`config.mk`:
```
export PLATFORM = sky130hd
export DESIGN_NAME = bflc_top
export DESIGN_NICKNAME = d
export VERILOG_FILES = /design/src/bflc_pkg.sv /design/src/bflc_lock_store.sv /design/src/bflc_top.sv
export SDC_FILE = /design/constraint.sdc
export NUM_CORES = 1
export LEC_CHECK = 0
export BUFFER_PORTS_ARGS = -buffer_cell sky130_fd_sc_hd__buf_4
export CORE_UTILIZATION = 44
export CTS_CLUSTER_SIZE = 25
export DETAILED_ROUTE_END_ITERATION = 10
export GPL_TIMING_DRIVEN = 0
export PLACE_DENSITY = 0.88
export SYNTH_ARGS = -nofsm -noshare
export SYNTH_HDL_FRONTEND = slang
export SYNTH_SLANG_ARGS = --single-unit
```
`constraint.sdc`:
```
create_clock -name clk_i -period 2 [get_ports clk_i]
set_input_delay 0.1 -clock clk_i [delete_from_list [all_inputs] [get_ports clk_i]]
set_output_delay 0.1 -clock clk_i [all_outputs]
set_load 0.02 [all_outputs]
```
`src/bflc_pkg.sv`:
```
// Package: boot flash lock control constants, types and register map
package bflc_pkg;

    // Register byte addresses on the Wishbone bus
    localparam logic [3:0] BFLC_SPC_OFFS    = 4'h0;  // self_program_control_status
    localparam logic [3:0] BFLC_LOCK_OFFS   = 4'h4;  // lock fields, fuse view
    localparam logic [3:0] BFLC_IRQST_OFFS  = 4'h8;  // sticky event status
    localparam logic [3:0] BFLC_IRQMSK_OFFS = 4'hC;  // event mask

    // Control register bit positions
    localparam int BFLC_IE_BIT   = 7;
    localparam int BFLC_BUSY_BIT = 6;
    localparam int BFLC_RES_BIT  = 5;
    localparam int BFLC_RRE_BIT  = 4;
    localparam int BFLC_LBS_BIT  = 3;
    localparam int BFLC_PWR_BIT  = 2;
    localparam int BFLC_PER_BIT  = 1;
    localparam int BFLC_SPE_BIT  = 0;

    // Accepted low five-bit command codes
    localparam logic [4:0] BFLC_CMD_RRE   = 5'h11;
    localparam logic [4:0] BFLC_CMD_LBS   = 5'h09;
    localparam logic [4:0] BFLC_CMD_PWR   = 5'h05;
    localparam logic [4:0] BFLC_CMD_PER   = 5'h03;
    localparam logic [4:0] BFLC_CMD_LOAD  = 5'h01;

    // Status event bit positions
    localparam int BFLC_EV_WR_DENY = 0;
    localparam int BFLC_EV_RD_DENY = 1;
    localparam int BFLC_EV_DONE    = 2;
    localparam int BFLC_EV_IGNORED = 3;
    localparam int BFLC_EV_W       = 4;

    // Reset values
    localparam logic [7:0] BFLC_SPC_RST  = 8'h00;
    localparam logic [3:0] BFLC_LOCK_RST = 4'hF;  // all unprogrammed
    localparam logic [3:0] BFLC_EV_RST   = 4'h0;

    // Arming window after a control write
    localparam int         BFLC_ARM_CYCLES = 4;
    localparam logic [2:0] BFLC_ARM_LOAD   = 3'h4;

    // Address of the first fetch with the boot fuse unprogrammed
    localparam logic [15:0] BFLC_APP_RESET_ADDR = 16'h0000;

    // Flash operation handshake state
    typedef enum logic [1:0] {
        BFLC_IDLE = 2'b00,
        BFLC_BUSY = 2'b01,
        BFLC_DONE = 2'b11
    } bflc_state_t;

    // Core program-memory request
    typedef struct packed {
        logic        spm_valid;
        logic        lpm_valid;
        logic [15:0] pc;      // executing instruction address
        logic [15:0] target;  // Z pointer target
        logic [7:0]  r0;      // low data register
    } bflc_core_req_t;

    // Decision back to the core
    typedef struct packed {
        logic        spm_go;
        logic [2:0]  spm_cmd;  // 0 load,1 erase,2 write,3 lock,4 rww enable
        logic        lpm_ok;
        logic        lpm_deny;
        logic        irq_block;
    } bflc_core_rsp_t;

endpackage : bflc_pkg

```
`src/bflc_lock_store.sv`:
```
// Boot lock field store: set-only by software, restored by chip erase
`timescale 1ns/10ps
`default_nettype none
module bflc_lock_store #(
    parameter int WIDTH = 4
) (
    input  wire logic             clk_i,
    input  wire logic             rst_i,
    input  wire logic             chip_erase_i,
    input  wire logic             ext_prog_i,
    input  wire logic [WIDTH-1:0] ext_data_i,
    input  wire logic             sw_set_i,
    input  wire logic [WIDTH-1:0] sw_data_i,
    output logic      [WIDTH-1:0] lock_o
);
    initial begin
        if (WIDTH != 4) $error("bflc_lock_store needs WIDTH 4");
    end

    typedef struct packed {
        logic [WIDTH-1:0] lock;
    } bflc_ls_t;

    bflc_ls_t st_r;
    bflc_ls_t st_nxt;

    // Programming only clears bits, so protection can only tighten
    always_comb begin
        st_nxt = st_r;
        if (chip_erase_i) begin
            st_nxt.lock = bflc_pkg::BFLC_LOCK_RST;
        end else begin
            if (ext_prog_i) begin
                st_nxt.lock = st_nxt.lock & ext_data_i;
            end
            if (sw_set_i) begin
                st_nxt.lock = st_nxt.lock & sw_data_i;
            end
        end
    end

    // Survives the system reset: non-volatile in the real part
    always_ff @(posedge clk_i) begin
        st_r <= st_nxt;
    end

    assign lock_o = st_r.lock;
endmodule // bflc_lock_store
`default_nettype wire

```
`src/bflc_top.sv`:
```
// Boot flash lock control: access checks, control register, ready irq
//
// How it works
// - Locks set by software/programmer, cleared by erase
// - General write lock never blocks store
// - General read/write lock never blocks load/store
// - Application modes 2,3 refuse application writes
// - Application high bit zero blocks boot reads
// - Application high zero, boot vectors: hold irqs
// - Boot modes 2,3 refuse boot area writes
// - Boot high bit zero blocks application reads
// - Boot high zero, application vectors: hold irqs
// - Bit value one means unprogrammed
// - Reset fetch address chosen by boot fuse
// - Core can never alter fuses
// - Control register bit layout
// - Ready irq while enable set and idle
// - Stores from application area are ignored
// - Busy set on rww op, cleared later
// - Self-program enable armed for four cycles
// - Lock-set stores program locks from r0
//
// The Wishbone interface to the registers and the address map were chosen for this implementation.
`timescale 1ns/10ps
`default_nettype none
module bflc_top #(
    parameter logic [15:0] BOOT_START = 16'h1800,
    parameter logic [15:0] NO_READ_WHILE_WRITE_AREA_START = 16'h1800,
    parameter int          ADDR_W     = 16
) (
    input  wire logic                    clk_i,
    input  wire logic                    rst_i,
    // Wishbone classic slave
    input  wire logic                    cyc_i,
    input  wire logic                    stb_i,
    input  wire logic                    we_i,
    input  wire logic [3:0]              adr_i,
    input  wire logic [3:0]              sel_i,
    input  wire logic [31:0]             dat_i,
    output logic      [31:0]             dat_o,
    output logic                         ack_o,
    output logic                         err_o,
    // Core side
    input  wire bflc_pkg::bflc_core_req_t core_req_i,
    output bflc_pkg::bflc_core_rsp_t      core_rsp_o,
    input  wire logic                    gie_i,
    input  wire logic                    ivec_in_boot_i,
    input  wire logic                    page_load_i,
    input  wire logic                    flash_done_i,
    // Programmer side, fuses, reset vector and interrupt outputs
    input  wire logic                    chip_erase_i,
    input  wire logic                    ext_lock_wr_i,
    input  wire logic [3:0]              ext_lock_data_i,
    input  wire logic                    boot_reset_fuse_i,
    output logic      [15:0]             reset_vector_o,
    output logic                         spm_ready_irq_o,
    output logic                         irq_o
);
    initial begin
        if (ADDR_W != 16) $error("bflc_top supports 16-bit addresses only");
        if (BOOT_START == 16'h0000) $error("boot area cannot start at zero");
    end

    ////////////////////////////////////////////////////////////////////////
    // Decoding helpers
    function automatic logic in_boot(input logic [15:0] a);
        in_boot = (a >= BOOT_START);
    endfunction

    function automatic logic in_rww(input logic [15:0] a);
        in_rww = (a < NO_READ_WHILE_WRITE_AREA_START);
    endfunction

    // Modes 2 and 3 have low bit 0 and forbid writes
    function automatic logic wr_locked(input logic [1:0] f);
        wr_locked = ~f[0];
    endfunction

    // Modes 3 and 4 have high bit 0 and forbid cross reads
    function automatic logic rd_locked(input logic [1:0] f);
        rd_locked = ~f[1];
    endfunction

    ////////////////////////////////////////////////////////////////////////
    // State
    typedef struct packed {
        logic [7:0]              spc;
        logic [2:0]              arm_cnt;
        bflc_pkg::bflc_state_t   fsm;
        logic                    op_rww;
        logic [3:0]              ev_st;
        logic [3:0]              ev_msk;
        logic [31:0]             dat;
        logic                    ack;
        logic                    err;
        logic                    lock_set;
        logic [3:0]              lock_val;
        bflc_pkg::bflc_core_rsp_t rsp;
        logic [15:0]             rvec;
        logic                    ready_irq;
        logic                    irq;
    } bflc_top_st_t;

    bflc_top_st_t st_r;
    bflc_top_st_t st_nxt;
    logic [3:0]   lock_w;
    logic [1:0]   app_f;
    logic [1:0]   boot_f;

    assign app_f  = lock_w[1:0];
    assign boot_f = lock_w[3:2];

    // Only the core path and the programmer reach the locks; no fuse path
    bflc_lock_store #(
        .WIDTH (4)
    ) u_locks (
        .clk_i        (clk_i),
        .rst_i        (rst_i),
        .chip_erase_i (chip_erase_i),
        .ext_prog_i   (ext_lock_wr_i),
        .ext_data_i   (ext_lock_data_i),
        .sw_set_i     (st_r.lock_set),
        .sw_data_i    (st_r.lock_val),
        .lock_o       (lock_w)
    );

    ////////////////////////////////////////////////////////////////////////
    // Next state
    logic        bus_req;
    logic        wr_spc;
    logic [4:0]  cmd;
    logic        pc_boot;
    logic        tgt_boot;
    logic        spm_ok;
    logic        wr_deny;
    logic [3:0]  ev_set;
    logic        armed;

    always_comb begin
        st_nxt          = st_r;
        ev_set          = 4'h0;
        st_nxt.ack      = 1'b0;
        st_nxt.err      = 1'b0;
        st_nxt.lock_set = 1'b0;
        st_nxt.rsp      = '0;
        bus_req  = cyc_i && stb_i && !st_r.ack && !st_r.err;
        wr_spc   = bus_req && we_i && sel_i[0] && (adr_i == bflc_pkg::BFLC_SPC_OFFS);
        cmd      = dat_i[4:0];
        pc_boot  = in_boot(core_req_i.pc);
        tgt_boot = in_boot(core_req_i.target);
        armed    = (st_r.arm_cnt != 3'h0);
        wr_deny  = tgt_boot ? wr_locked(boot_f) : wr_locked(app_f);
        // General lock modes are not consulted at all here
        spm_ok   = armed && pc_boot;

        // Reset vector tracks the fuse; the core has no path to change it
        st_nxt.rvec = boot_reset_fuse_i ? bflc_pkg::BFLC_APP_RESET_ADDR
                                        : BOOT_START;

        // Arming countdown
        if (armed && st_r.fsm == bflc_pkg::BFLC_IDLE) begin
            st_nxt.arm_cnt = st_r.arm_cnt - 3'h1;
            if (st_r.arm_cnt == 3'h1) begin
                st_nxt.spc[4:0] = 5'h00;
            end
        end

        // Page load clears busy; placed first so a same-cycle op start wins
        if (page_load_i) begin
            st_nxt.spc[bflc_pkg::BFLC_BUSY_BIT] = 1'b0;
        end

        // Store instruction
        if (core_req_i.spm_valid) begin
            if (!spm_ok) begin
                ev_set[bflc_pkg::BFLC_EV_IGNORED] = 1'b1;
            end else begin
                st_nxt.arm_cnt = 3'h0;
                st_nxt.spc[4:0] = 5'h00;
                case (st_r.spc[4:0])
                    bflc_pkg::BFLC_CMD_LBS: begin
                        st_nxt.lock_set   = 1'b1;
                        st_nxt.lock_val   = core_req_i.r0[5:2];
                        st_nxt.rsp.spm_go  = 1'b1;
                        st_nxt.rsp.spm_cmd = 3'h3;
                    end
                    bflc_pkg::BFLC_CMD_PER,
                    bflc_pkg::BFLC_CMD_PWR: begin
                        if (wr_deny) begin
                            ev_set[bflc_pkg::BFLC_EV_WR_DENY] = 1'b1;
                        end else begin
                            st_nxt.rsp.spm_go  = 1'b1;
                            st_nxt.rsp.spm_cmd = st_r.spc[1] ? 3'h1 : 3'h2;
                            st_nxt.fsm         = bflc_pkg::BFLC_BUSY;
                            st_nxt.spc[bflc_pkg::BFLC_SPE_BIT] = 1'b1;
                            st_nxt.spc[2:1]    = st_r.spc[2:1];
                            st_nxt.op_rww      = in_rww(core_req_i.target);
                            if (in_rww(core_req_i.target)) begin
                                st_nxt.spc[bflc_pkg::BFLC_BUSY_BIT] = 1'b1;
                            end
                        end
                    end
                    bflc_pkg::BFLC_CMD_RRE: begin
                        st_nxt.spc[bflc_pkg::BFLC_BUSY_BIT] = 1'b0;
                        st_nxt.rsp.spm_go  = 1'b1;
                        st_nxt.rsp.spm_cmd = 3'h4;
                    end
                    default: begin
                        st_nxt.rsp.spm_go  = 1'b1;
                        st_nxt.rsp.spm_cmd = 3'h0;
                    end
                endcase
            end
        end

        // Flash operation completion
        case (st_r.fsm)
            bflc_pkg::BFLC_IDLE: begin
            end
            bflc_pkg::BFLC_BUSY: begin
                if (flash_done_i) begin
                    st_nxt.fsm = bflc_pkg::BFLC_DONE;
                end
            end
            bflc_pkg::BFLC_DONE: begin
                st_nxt.fsm      = bflc_pkg::BFLC_IDLE;
                st_nxt.spc[4:0] = 5'h00;
                ev_set[bflc_pkg::BFLC_EV_DONE] = 1'b1;
            end
            default: begin
                st_nxt.fsm = bflc_pkg::BFLC_IDLE;
            end
        endcase

        // Load instruction: cross-area reads per the other field
        if (core_req_i.lpm_valid) begin
            if ((pc_boot && !tgt_boot && rd_locked(app_f)) ||
                (!pc_boot && tgt_boot && rd_locked(boot_f))) begin
                st_nxt.rsp.lpm_deny = 1'b1;
                ev_set[bflc_pkg::BFLC_EV_RD_DENY] = 1'b1;
            end else begin
                st_nxt.rsp.lpm_ok = 1'b1;
            end
        end

        // Interrupt hold-off
        st_nxt.rsp.irq_block = (!pc_boot && ivec_in_boot_i && rd_locked(app_f))
                            || (pc_boot && !ivec_in_boot_i && rd_locked(boot_f));

        ////////////////////////////////////////////////////////////////////
        // Bus slave
        if (bus_req) begin
            st_nxt.ack = 1'b1;
            st_nxt.dat = 32'h0000_0000;
            case (adr_i)
                bflc_pkg::BFLC_SPC_OFFS: begin
                    st_nxt.dat[7:0] = st_r.spc;
                end
                bflc_pkg::BFLC_LOCK_OFFS: begin
                    st_nxt.dat[3:0] = lock_w;
                    st_nxt.dat[8]   = boot_reset_fuse_i;
                end
                bflc_pkg::BFLC_IRQST_OFFS: begin
                    st_nxt.dat[3:0] = st_r.ev_st;
                    if (we_i && sel_i[0]) begin
                        st_nxt.ev_st = st_r.ev_st & ~dat_i[3:0];
                    end
                end
                bflc_pkg::BFLC_IRQMSK_OFFS: begin
                    st_nxt.dat[3:0] = st_r.ev_msk;
                    if (we_i && sel_i[0]) begin
                        st_nxt.ev_msk = dat_i[3:0];
                    end
                end
                default: begin
                    st_nxt.ack = 1'b0;
                    st_nxt.err = 1'b1;
                end
            endcase
        end

        // Control write: bit 7 always, low bits only for legal codes when idle
        if (wr_spc) begin
            st_nxt.spc[bflc_pkg::BFLC_IE_BIT] = dat_i[bflc_pkg::BFLC_IE_BIT];
            if (st_r.fsm == bflc_pkg::BFLC_IDLE &&
                (cmd == bflc_pkg::BFLC_CMD_RRE || cmd == bflc_pkg::BFLC_CMD_LBS ||
                 cmd == bflc_pkg::BFLC_CMD_PWR || cmd == bflc_pkg::BFLC_CMD_PER ||
                 cmd == bflc_pkg::BFLC_CMD_LOAD)) begin
                st_nxt.spc[4:0] = cmd;
                st_nxt.arm_cnt  = bflc_pkg::BFLC_ARM_LOAD;
            end
        end
        st_nxt.spc[bflc_pkg::BFLC_RES_BIT] = 1'b0;

        // Events: set wins over a same-cycle clear
        st_nxt.ev_st = st_nxt.ev_st | ev_set;
        st_nxt.irq   = |(st_nxt.ev_st & st_nxt.ev_msk);

        st_nxt.ready_irq = st_nxt.spc[bflc_pkg::BFLC_IE_BIT] && gie_i
                        && !st_nxt.spc[bflc_pkg::BFLC_SPE_BIT];

        if (rst_i) begin
            st_nxt        = '0;
            st_nxt.spc    = bflc_pkg::BFLC_SPC_RST;
            st_nxt.ev_st  = bflc_pkg::BFLC_EV_RST;
            st_nxt.fsm    = bflc_pkg::BFLC_IDLE;
            st_nxt.rvec   = boot_reset_fuse_i ? bflc_pkg::BFLC_APP_RESET_ADDR
                                              : BOOT_START;
        end
    end

    always_ff @(posedge clk_i) begin
        st_r <= st_nxt;
    end

    ////////////////////////////////////////////////////////////////////////
    // Outputs, all from the state register
    assign dat_o           = st_r.dat;
    assign ack_o           = st_r.ack;
    assign err_o           = st_r.err;
    assign core_rsp_o      = st_r.rsp;
    assign reset_vector_o  = st_r.rvec;
    assign spm_ready_irq_o = st_r.ready_irq;
    assign irq_o           = st_r.irq;
endmodule // bflc_top
`default_nettype wire

```
* After elaboration in Yosys (flattened, before gate mapping)
Cells that the tools add are included.
** Cells by class
- Add/sub/neg operators :: 1
- $mul :: 0
- Divide/modulo/power cells :: 0
- Order comparisons :: 3
- Equal/unequal tests :: 15
- Shift-type cells :: 0
- Multiplexer cells :: 48
- Bitwise operators :: 15
- Reduce and logical (&&, ||, !) cells :: 43
** Operator list (count)
- 42-bit two-way mux :: 1
- 4-bit two-way mux :: 9
- 16-bit by 13-bit >= comparator with 1-bit output (second input constant) :: 2
- 8-bit two-way mux :: 3
- 11-bit two-way mux :: 2
- 1-bit logical AND :: 20
- 1-bit two-way mux :: 18
- 4-bit AND :: 4
- 16-bit by 13-bit < comparator with 1-bit output (second input constant) :: 1
- 4-bit case mux with 4 select lines :: 1
- 5-bit two-way mux :: 3
- 13-bit two-way mux :: 1
- 3-bit two-way mux :: 4
- 4-bit case mux with 3 select lines :: 1
- 5-bit by 2-bit equality test with 1-bit output (second input constant) :: 2
- 5-bit by 3-bit equality test with 1-bit output (second input constant) :: 2
- 5-bit by 4-bit equality test with 1-bit output (second input constant) :: 2
- 5-bit equality test (second input constant) :: 2
- 1-bit inverter :: 9
- 4-bit equality test (second input constant) :: 2
- 4-bit OR reduction :: 2
- 1-bit zero test :: 6
- 1-bit logical OR :: 6
- 2-bit two-way mux :: 3
- 17 further kinds :: 19
** Storage, ports and cells
- Register bits after elaboration :: 67
- Latch bits :: 0
- Bits in writable memories :: 0
- ROM bits :: 0
- Bits of input ports :: 98
- Output and inout bits :: 59
- Logic and storage cells :: 146
- Memories :: 0

* Logic depth before layout (Yosys ltp)
Gate-level depths: netlist of run 1.
- Word-level depth :: 11
- Gate-level depth with buffers :: 8
- Mapped depth without buffers :: 7

* Hierarchy
From an unflattened synthesis of run 1, not the netlist that was laid out.
** Second synthesis, totals
- Cells, all modules :: 290
- Area, all modules :: 2696.3 um2
** Modules (own cells, without submodules)
- bflc_top :: instances 1, cells an instance 274, area each 2526.2 um2, sequential area each 900.9 um2
- bflc_lock_store :: instances 1, cells an instance 16, area each 170.2 um2, sequential area each 80.1 um2

* Worst setup path after synthesis of run 1
Ideal clock, no wire load.
- Path type :: reg-to-reg
- Start :: register st_r, in the netlist err_o
- End :: register st_r, in the netlist irq_o
- Library setup time :: 0.135 ns
- Data arrival time :: 1.625 ns
- Data required time :: 1.865 ns
- Slack :: 0.240 ns
- Cell stages (with the launch flop) :: 7
- Buffers on the path :: 1
- Clock period less this slack :: 1.760 ns
- Cell sequence :: dfxtp_1 > and4bb_2 > buf_4 > nand4_1 > mux2_2 > a32oi_1 > o311ai_1
** Between the ends
- Longest elaborated chain between the ends :: 6
** RTL lines
- from (decl) :: RTL line bflc_top.sv:104 : bflc_top_st_t st_r;
- from (signal assigned) :: RTL line bflc_top.sv:313 : st_r <= st_nxt;
- 1-bit zero test * :: RTL line bflc_top.sv:146 : bus_req = cyc_i && stb_i && !st_r.ack && !st_r.err;
- 1-bit logical AND * :: RTL line bflc_top.sv:146
- 42-bit two-way mux * :: RTL line bflc_top.sv:252 : if (bus_req) begin
- 4-bit bitwise OR :: RTL line bflc_top.sv:296 : st_nxt.ev_st = st_nxt.ev_st | ev_set;
- 4-bit AND * :: RTL line bflc_top.sv:297 : st_nxt.irq = |(st_nxt.ev_st & st_nxt.ev_msk);
- 4-bit OR reduction * :: RTL line bflc_top.sv:297
Mark *: on every way between the ends. The rest lies on a longest branch, timed or not.
A chain may end at the register's enable or synchronous reset.

* Worst setup path after layout of run 1
- Start :: input core_req_i[19] in the netlist's numbering
- End :: register st_r, in the netlist irq_o
** Between the ends
- Longest elaborated chain between the ends :: 10
- Elaborated cells on any way between the ends :: 17
- Those cells by class :: order compare (1); mux (7); bitwise (2); reduce/logical (7)
** RTL lines
- from (decl) :: RTL line bflc_top.sv:44 : input wire bflc_pkg::bflc_core_req_t core_req_i,
- 16-bit by 13-bit >= comparator with 1-bit output * :: RTL line bflc_top.sv:67 : in_boot = (a >= BOOT_START);
- parallel branches: the longest is 6 deep, another holds 1-bit two-way mux
- 4-bit bitwise OR * :: RTL line bflc_top.sv:296
- 4-bit AND * :: RTL line bflc_top.sv:297
- 4-bit OR reduction * :: RTL line bflc_top.sv:297
Mark *: on every way between the ends.

==> results of run 1 <==
## layout make-up
class | instances | area [µm²] | share of cell area, %
Buffer | 68 | 480 | 14.1
Clock buffer | 7 | 86.3 | 2.53
Inverter | 10 | 37.5 | 1.10
Multi-Input combinational cell | 197 | 1270 | 37.2
Sequential cell | 49 | 981 | 28.7
Tap cell | 72 | 90.1 | 2.64
Timing Repair Buffer | 62 | 470 | 13.8
## power by group
part	internal [µW]	leakage, µW	switching, µW	total (µW)
Combinational	323	0.00116	384	707
Sequential	1020	0.000398	35.4	1060
Clock	275	0.0000443	317	592
## per-layer routing
| layer | part of all wire (%) | routed length (µm) | global-route usage (%) |
|---|---|---|---|
| met1 | 35 | 2150 | 22.3 |
| met2 | 52 | 3160 | 35.8 |
| met3 | 11 | 652 | 4.14 |
| met4 | 1.7 | 104 | 8.18 |
| met5 | 0 | 0 | 0 |
## through the flow
step	TNS, ps	std cells	setup slack, ps	hold slack (ps)	total power (µW)
after global placement	-59.6	456	-59.6	265	1700
after global routing	0	465	16.8	38.6	2480
after detailed placement	-81.9	456	-81.9	262	1740
after CTS	0	465	135	26.7	2320
after floorplan	0	324	240	157	1560
final	0	465	167	25.8	2360
## state kept, by name, indices dropped and copies added, names as in the netlist, 4 cells and up
signal,flops
core_rsp_o,7
dat_o,8
st_r,25
u_locks.lock_o,4
## cell families after synthesis
group           synth area share, %
other cells                   0.143
buf+inv                        19.8
mux                            8.07
compound gates                 10.8
xor+xnor                       1.00
flops                          37.4
simple gates                   21.0
fa+ha+maj                      1.81
## what timing repair did
| action | CTS | global route |
|---|---|---|
| setup endpoints to repair | 0 | 2 |
| hold buffers | 2 | 0 |
| hold endpoints to repair | 2 | 0 |
| gates resized for setup | 0 | 1 |
## synth_stat cells (all sizes together), types with 3 or more instances
cell type  instances
a21oi             12
nor3b              4
clkbuf             8
dfxtp             49
nor4               5
inv               10
o21ai              3
a22oi              4
nor3               9
nand4              9
mux2i             11
buf               60
nand2             16
and2               6
nand3              7
nor2              25
ha                 3
a32oi              3
nand2b             5
and3               5
mux4               4
xnor2              3
o221ai             3
## worst max path at each step
stage	start	end	slack (ps)
finish	core_req_i[19]	irq_o$_SDFF_PP0_	170
global route	err_o$_SDFF_PP0_	st_r[81]$_SDFF_PP0_	20
CTS	st_r[75]$_SDFF_PP0_	irq_o$_SDFF_PP0_	130
detailed placement	core_req_i[19]	irq_o$_SDFF_PP0_	-80
global placement	core_req_i[19]	irq_o$_SDFF_PP0_	-60
floorplan	err_o$_SDFF_PP0_	irq_o$_SDFF_PP0_	240
## worst max-delay path, cell delays in order
cell and delay [ps]:
buf_4 120, a2111oi_4 470, mux2i_1 630, a32oi_1 230
or3_1 410, o311ai_1 100
==> flow_summary.toml, run 1 <==
[logic_synthesis]
synth.area.top_cells = "dfxtp_1 (37%), buf_4 (16%), mux2i_1 (4.2%), nor2_1 (3.6%), mux4_2 (3.4%)"
synth_area_um2 = 2620
synth.top_cell.area_share_pct = 37.4
synth_area_leader_cell = "dfxtp_1"
yosys_warnings = 0
ys_seq_elements = 49
seq_area_frac_synth_pct = 37.4
synth-main-ff-cell = "dfxtp_1"
synth_edf_count = 0
ys_async_sr_fraction_pct = 0
synth_cell_types = 51
synth.avg_cell_area_um2 = 9.13
syn_inst = 287

[drt]
routedWlPerCell_um = 13.0
via_per_inst = 4.95
drt_pass1_iterations = 4
ant_nets = 0
drt-total-wl_um = 6060
dr.first_iter.drc_count = 245
drc = 0
routed-via-count = 2303

[clocking]
clockBufferDepth = 2
cts-root-buf = "clkbuf_8"
cts.sinks = 49
insertion_delay_ps = 310
cts-htree-levels = 2
clkSlewWorstSetupHoldPaths_ps = 90
tritoncts = "yes"
numCtsBuffers = 5
cts_setup_buffers = 0

[floorplan]
die_area_um2 = 6270
io_pins = 157
initial_utilization_pct = 46.7
die_h_um = 79.2
chipWidth_um = 79.2
fp-row-count = 27
coreArea_um2 = 5610

[global_routing]
overflow = 0
grt_max_degree = 14
grt_pass1_vias = 2150
grt_pass1_wl_um = 9550
antenna_found_initial = 0
grt.total_usage_pct = 19.8

[setup_path]
r2r_start = "st_r[75]$_SDFF_PP0_"
ff2ff_setup_slack_ps = 180
crit_type = "in2reg"
rr_endpoint = "irq_o$_SDFF_PP0_"
r2r_cells = 8
arrival_ps = 2050
end_kind = "flop"
start_kind = "primary input"
cp.required_ps = 2210
crit_fanout = 4

[sta]
period_minus_slack_ps = 1830
finalCritPeriodShare_pct = 91.7
finalSetupViolCount = 0
skew_ps = 7.87
worstMarginPinSlew_ps = 686
slew_headroom_pct = 53.6
slew_violations = 0
rsz0062_at_grt = "no"
hold_viol = 0
fmaxAchievable_mhz = 545

[cells_and_area]
postLayoutCellArea_um2 = 3410
final_core_util_pct = 60.9
nNetsFinal = 494
final_common_cell = "buf_4"
final_layout_size_suffix_gt1_share_pct = 35.4
n_antenna_cell = 0
syn_to_final_growth_pct = 30.3
nFillCells = 515
layout_common_cells = "buf_4 (117), dfxtp_1 (49), conb_1 (38)"

[worst_hold_path]
holdCritStartpoint = "core_req_i[4]"
hold_depth = 3
hold_path_end = "st_r[27]$_SDFFE_PP0P_"
hold_class = "in2reg"

[run_status]
status = "finished, final reports clean"

[power_and_ir_drop]
leakagePower_uw = 0.00160
power.density_nw_per_um2 = 690
ir_worst_vdd_mv = 0.417

[place]
dpl.hpwl_um = 4720
port_buffers = 60
place_area_um2 = 3300
gp_congestion = 0.901

[run]
cap_viol_max_count = 0
(Power assumes the default switching activity.)
==> run 2, diff against run 1 <==
- CTS_BUF_LIST: unset -> sky130_fd_sc_hd__clkbuf_16
==> flow_summary.toml, run 2 (same netlist as run 1, synthesis figures left out) <==
[run_status]
status = "finished, final reports clean"

[clocking]
cts-root-buf = "clkbuf_16"
cts.sinks = 49
numCtsBuffers = 5
cts_setup_buffers = 0
clkSlewWorstSetupHoldPaths_ps = 60
cts-htree-levels = 2
clockBufferDepth = 2
tritoncts = "yes"
insertion_delay_ps = 290

[floorplan]
die_h_um = 79.2
die_area_um2 = 6270
initial_utilization_pct = 46.7
coreArea_um2 = 5610
chipWidth_um = 79.2
io_pins = 157
fp-row-count = 27

[setup_path]
crit_type = "in2reg"
path_cells = "buf_4 -> a2111oi_4 -> mux2i_1 -> a32oi_1 -> or3_1 -> o311ai_1"
crit_fanout = 4
cp.required_ps = 2190
arrival_ps = 2020
max_stage_delay_ps = 620
crit_slowest_cell = "mux2i_1"
start_kind = "primary input"
ff2ff_setup_slack_ps = 190
end_kind = "flop"
r2r_cells = 8

[worst_hold_path]
hold_class = "in2reg"
hold_depth = 2

[place]
gp_congestion = 0.901
port_buffers = 60
dpl.hpwl_um = 4720
preCtsSetupSlack_ps = -81.9
place_area_um2 = 3300

[global_routing]
overflow = 0
grt.total_usage_pct = 19.9
antenna_found_initial = 0
grt_pass1_wl_um = 9600
grt_pass1_vias = 2171
grt_max_degree = 14

[sta]
finalWorstSetupSlack_ps = 170
finalSetupViolCount = 0
fmaxAchievable_mhz = 546
worstMarginPinSlew_ps = 698
hold_viol = 0
skew_ps = 3.17
period_minus_slack_ps = 1830
slew_violations = 0
finalCritPeriodShare_pct = 91.5
rsz0062_at_grt = "no"
slew_headroom_pct = 52.8

[run]
cap_viol_max_count = 0

[cells_and_area]
nFillCells = 503
layout_common_cells = "buf_4 (117), dfxtp_1 (49), conb_1 (38)"
final_layout_size_suffix_gt1_share_pct = 35.2
syn_to_final_growth_pct = 31.6
largest_reg_flops = 25
final_common_cell = "buf_4"
regMostFlops = "st_r"
nNetsFinal = 493
n_antenna_cell = 0
final_core_util_pct = 61.5
postLayoutCellArea_um2 = 3450

[drt]
via_per_inst = 4.94
drc = 0
routed-via-count = 2294
dr.first_iter.drc_count = 244
drt_pass1_iterations = 4
drt-total-wl_um = 6020
ant_nets = 0
routedWlPerCell_um = 13.0

[power_and_ir_drop]
leakagePower_uw = 0.00162
total_power_uw = 2540
ir_worst_vdd_mv = 0.438
power.density_nw_per_um2 = 737
==> run 2: cell types whose count changed in the layout (fill, tap and decap cells not counted) <==
| cell | before | now |
|---|---|---|
| inv_1 | 10 | 11 |
| clkbuf_8 | 6 | 0 |
| clkinv_1 | 0 | 1 |
| clkbuf_16 | 0 | 5 |
| clkbuf_1 | 8 | 7 |
| dlygate4sd3_1 | 2 | 1 |
==> run 2: timing repair <==
action	in CTS	in global routing
endpoints found under the setup margin	0	1
hold buffers	1	0
hold endpoints to repair	1	0
gates resized for setup	0	1
==> run 2: power breakdown <==
| part | internal [µW] | switching (µW) | total [µW] | leakage (µW) |
|---|---|---|---|---|
| Sequential | 1020 | 35.0 | 1060 | 0.000398 |
| Combinational | 321 | 378 | 699 | 0.00116 |
| Clock | 447 | 337 | 784 | 0.0000685 |
==> run 2: cell type report <==
cell class	instances	area [µm²]	share of cell area, %
multi-input combinational	197	1270	36.8
sequential	49	981	28.4
buffer	68	480	13.9
timing repair buffer	61	460	13.3
clock buffer	5	125	3.63
tap	72	90.1	2.61
inverter	10	37.5	1.09
clock inverter	2	7.51	0.218
==> run 2: worst max-delay path: cells and delay by family <==
family	cells	cell delay, ps
compound gates	3	770
mux	1	620
simple gates	1	400
buf+inv	1	120
==> run 2: through the flow <==
stage               cells  hold WS (ps)  TNS, ps
global placement      456           265    -59.6
finish                464          23.2        0
CTS                   464          21.0        0
global route          464          30.7        0
floorplan             324           157        0
detailed placement    456           262    -81.9
==> run 2: final timing paths <==
| check | endpoint | from |
|---|---|---|
| worst min register to register | dat_o[7]$_SDFFE_PP0P_ | dat_o[7]$_SDFFE_PP0P_ |
| worst max-delay path | irq_o$_SDFF_PP0_ | core_req_i[19] |
| worst max register to register | irq_o$_SDFF_PP0_ | st_r[75]$_SDFF_PP0_ |
| worst min-delay path | u_locks.lock_o[0]$_SDFF_PP1_ | chip_erase_i |
==> run 2: layer usage <==
| layer | up-vias | routed length [µm] | track usage, % |
|---|---|---|---|
| met4 | 0 | 86 | 7.64 |
| met5 | - | 0 | 0 |
| met1 | 1058 | 2210 | 22.6 |
| met2 | 103 | 3190 | 36.2 |
| met3 | 9 | 525 | 4.02 |
| li1 | 1124 | - | - |
==> run 3, diff against run 2 <==
- BUFFER_PORTS_ARGS: -buffer_cell sky130_fd_sc_hd__buf_4 -> -buffer_cell sky130_fd_sc_hd__clkbuf_2
- CORE_MARGIN: unset -> 4
==> flow_summary.toml, run 3 (same netlist as run 1, synthesis figures left out) <==
[setup_path]
critPathBufInv = 2
start_kind = "flop"
arrival_ps = 2020
r2r_cells = 8
end_kind = "flop"
ff2ff_setup_slack_ps = 160
r2r_start = "st_r[75]$_SDFF_PP0_"
cp.required_ps = 2180
max_stage_delay_ps = 400
cp_top_family = "simple AND/OR/NAND/NOR gates"
crit_type = "reg2reg"
path_cells = "inv_1 -> ha_1 -> nand2b_1 -> and3_1 -> buf_6 -> a32oi_1 -> or3_1 -> o311ai_1"
rr_endpoint = "irq_o$_SDFF_PP0_"
crit_fanout = 9
crit_slowest_cell = "or3_1"

[sta]
worstMarginPinSlew_ps = 608
slew_headroom_pct = 58.3
finalCritPeriodShare_pct = 91.9
fmaxAchievable_mhz = 544
skew_ps = 8.11
finalSetupViolCount = 0
finalSetupTns_ps = 0
rsz0062_at_grt = "no"
hold_viol = 0
finalWorstSetupSlack_ps = 161
slew_violations = 0
period_minus_slack_ps = 1840

[global_routing]
grt_max_degree = 14
antenna_found_initial = 0
grt_pass1_vias = 2202
grt_pass1_wl_um = 10200
overflow = 0
grt.total_usage_pct = 17.4

[floorplan]
die_h_um = 85.2
fp-row-count = 27
initial_utilization_pct = 46.5
die_area_um2 = 7260
io_pins = 157
chipWidth_um = 85.2
coreArea_um2 = 5640

[power_and_ir_drop]
leakagePower_uw = 0.00158
total_power_uw = 2510
ir_worst_vdd_mv = 0.431
sequentialPowerShare_pct = 42.3
power_switching_uw = 738
clkPwrFrac_pct = 31.2
swShare_pct = 29.4
intPower_uw = 1770
power.density_nw_per_um2 = 761
power_frac_comb_pct = 26.4

[worst_hold_path]
holdCritStartpoint = "flash_done_i"
hold_depth = 3
hold_class = "in2reg"
hold_path_end = "st_r[74]$_SDFF_PP0_"

[cells_and_area]
largest_reg_flops = 25
final_layout_size_suffix_gt1_share_pct = 35.8
fin_cells = 463
syn_to_final_growth_pct = 25.7
final_core_util_pct = 58.4
final_common_cell = "clkbuf_2"
layout_common_cells = "clkbuf_2 (61), buf_4 (58), dfxtp_1 (48)"
regMostFlops = "st_r"
n_antenna_cell = 0
nNetsFinal = 493

[clocking]
tritoncts = "yes"
numCtsBuffers = 5
clockBufferDepth = 2
cts-root-buf = "clkbuf_16"
clkSlewWorstSetupHoldPaths_ps = 60
cts.sinks = 49
cts-htree-levels = 2
insertion_delay_ps = 290

[run]
cap_viol_max_count = 0

[drt]
routedWlPerCell_um = 13.2
ant_nets = 0
drc = 0
routed-via-count = 2243
via_per_inst = 4.84
drt_pass1_iterations = 4
dr.first_iter.drc_count = 152
drt-total-wl_um = 6100

[place]
placedCellCount = 456
gp_congestion = 0.869
preCtsSetupSlack_ps = -101
dpl.hpwl_um = 4940
port_buffers = 60

[run_status]
status = "finished, final reports clean"
run 3: final cells by class:
type	instances	area, µm²
clock buffers	5	125
inverters	10	37.5
repair buffers	62	318
flip-flops and latches	49	982
clock inverters	1	5.00
fillers	525	2350
well taps	72	90.1
multi-input cells	197	1260
plain buffers	67	477
run 3: worst max-delay path by stage:
stage,from,endpoint,slack [ps],cells past startpoint
after CTS,st_r[75]$_SDFF_PP0_,irq_o$_SDFF_PP0_,100,8
after global placement,core_req_i[19],irq_o$_SDFF_PP0_,-60,6
final,st_r[75]$_SDFF_PP0_,irq_o$_SDFF_PP0_,160,8
after detailed placement,core_req_i[19],irq_o$_SDFF_PP0_,-100,6
after floorplan,err_o$_SDFF_PP0_,irq_o$_SDFF_PP0_,240,6
after global routing,core_req_i[19],irq_o$_SDFF_PP0_,5,6
run 3: metal layers:
| metal | vias up | part of all wire (%) | GRT usage (%) |
|---|---|---|---|
| met1 | 1029 | 40 | 20.5 |
| li1 | 1125 | - | - |
| met3 | 8 | 8.5 | 4.85 |
| met2 | 81 | 50 | 30.1 |
| met5 | - | 0 | 0 |
| met4 | 0 | 1.4 | 6.62 |
run 3: power groups by stage:
| stage | combinational [µW] | sequential, µW | clock [µW] |
|---|---|---|---|
| 2_1_floorplan | 491 | 1070 | 0 |
| 3_3_place_gp | 604 | 1080 | 0 |
| 3_5_place_dp | 631 | 1080 | 0 |
| 4_1_cts | 635 | 1060 | 799 |
| 5_1_grt | 745 | 1070 | 843 |
| 6_report | 663 | 1060 | 784 |
run 3: worst min-delay path, cell delays in order:
cell	delay [ps]
clkbuf_2	80
nand2_1	50
nor3_1	40
run 3: per-stage QoR:
| step | area (µm²) | hold WS, ps |
|---|---|---|
| 5_1_grt | 3300 | 44.1 |
| 3_3_place_gp | 3150 | 263 |
| 6_report | 3300 | 22.9 |
| 2_1_floorplan | 2760 | 157 |
| 4_1_cts | 3290 | 19.7 |
| 3_5_place_dp | 3150 | 266 |
run 3: repair_timing:
action / CTS / global route
hold endpoints to repair: 1 / 0
gates resized for setup: 0 / 1
setup buffers: 0 / 1
setup endpoints to repair: 0 / 3
hold buffers: 1 / 0
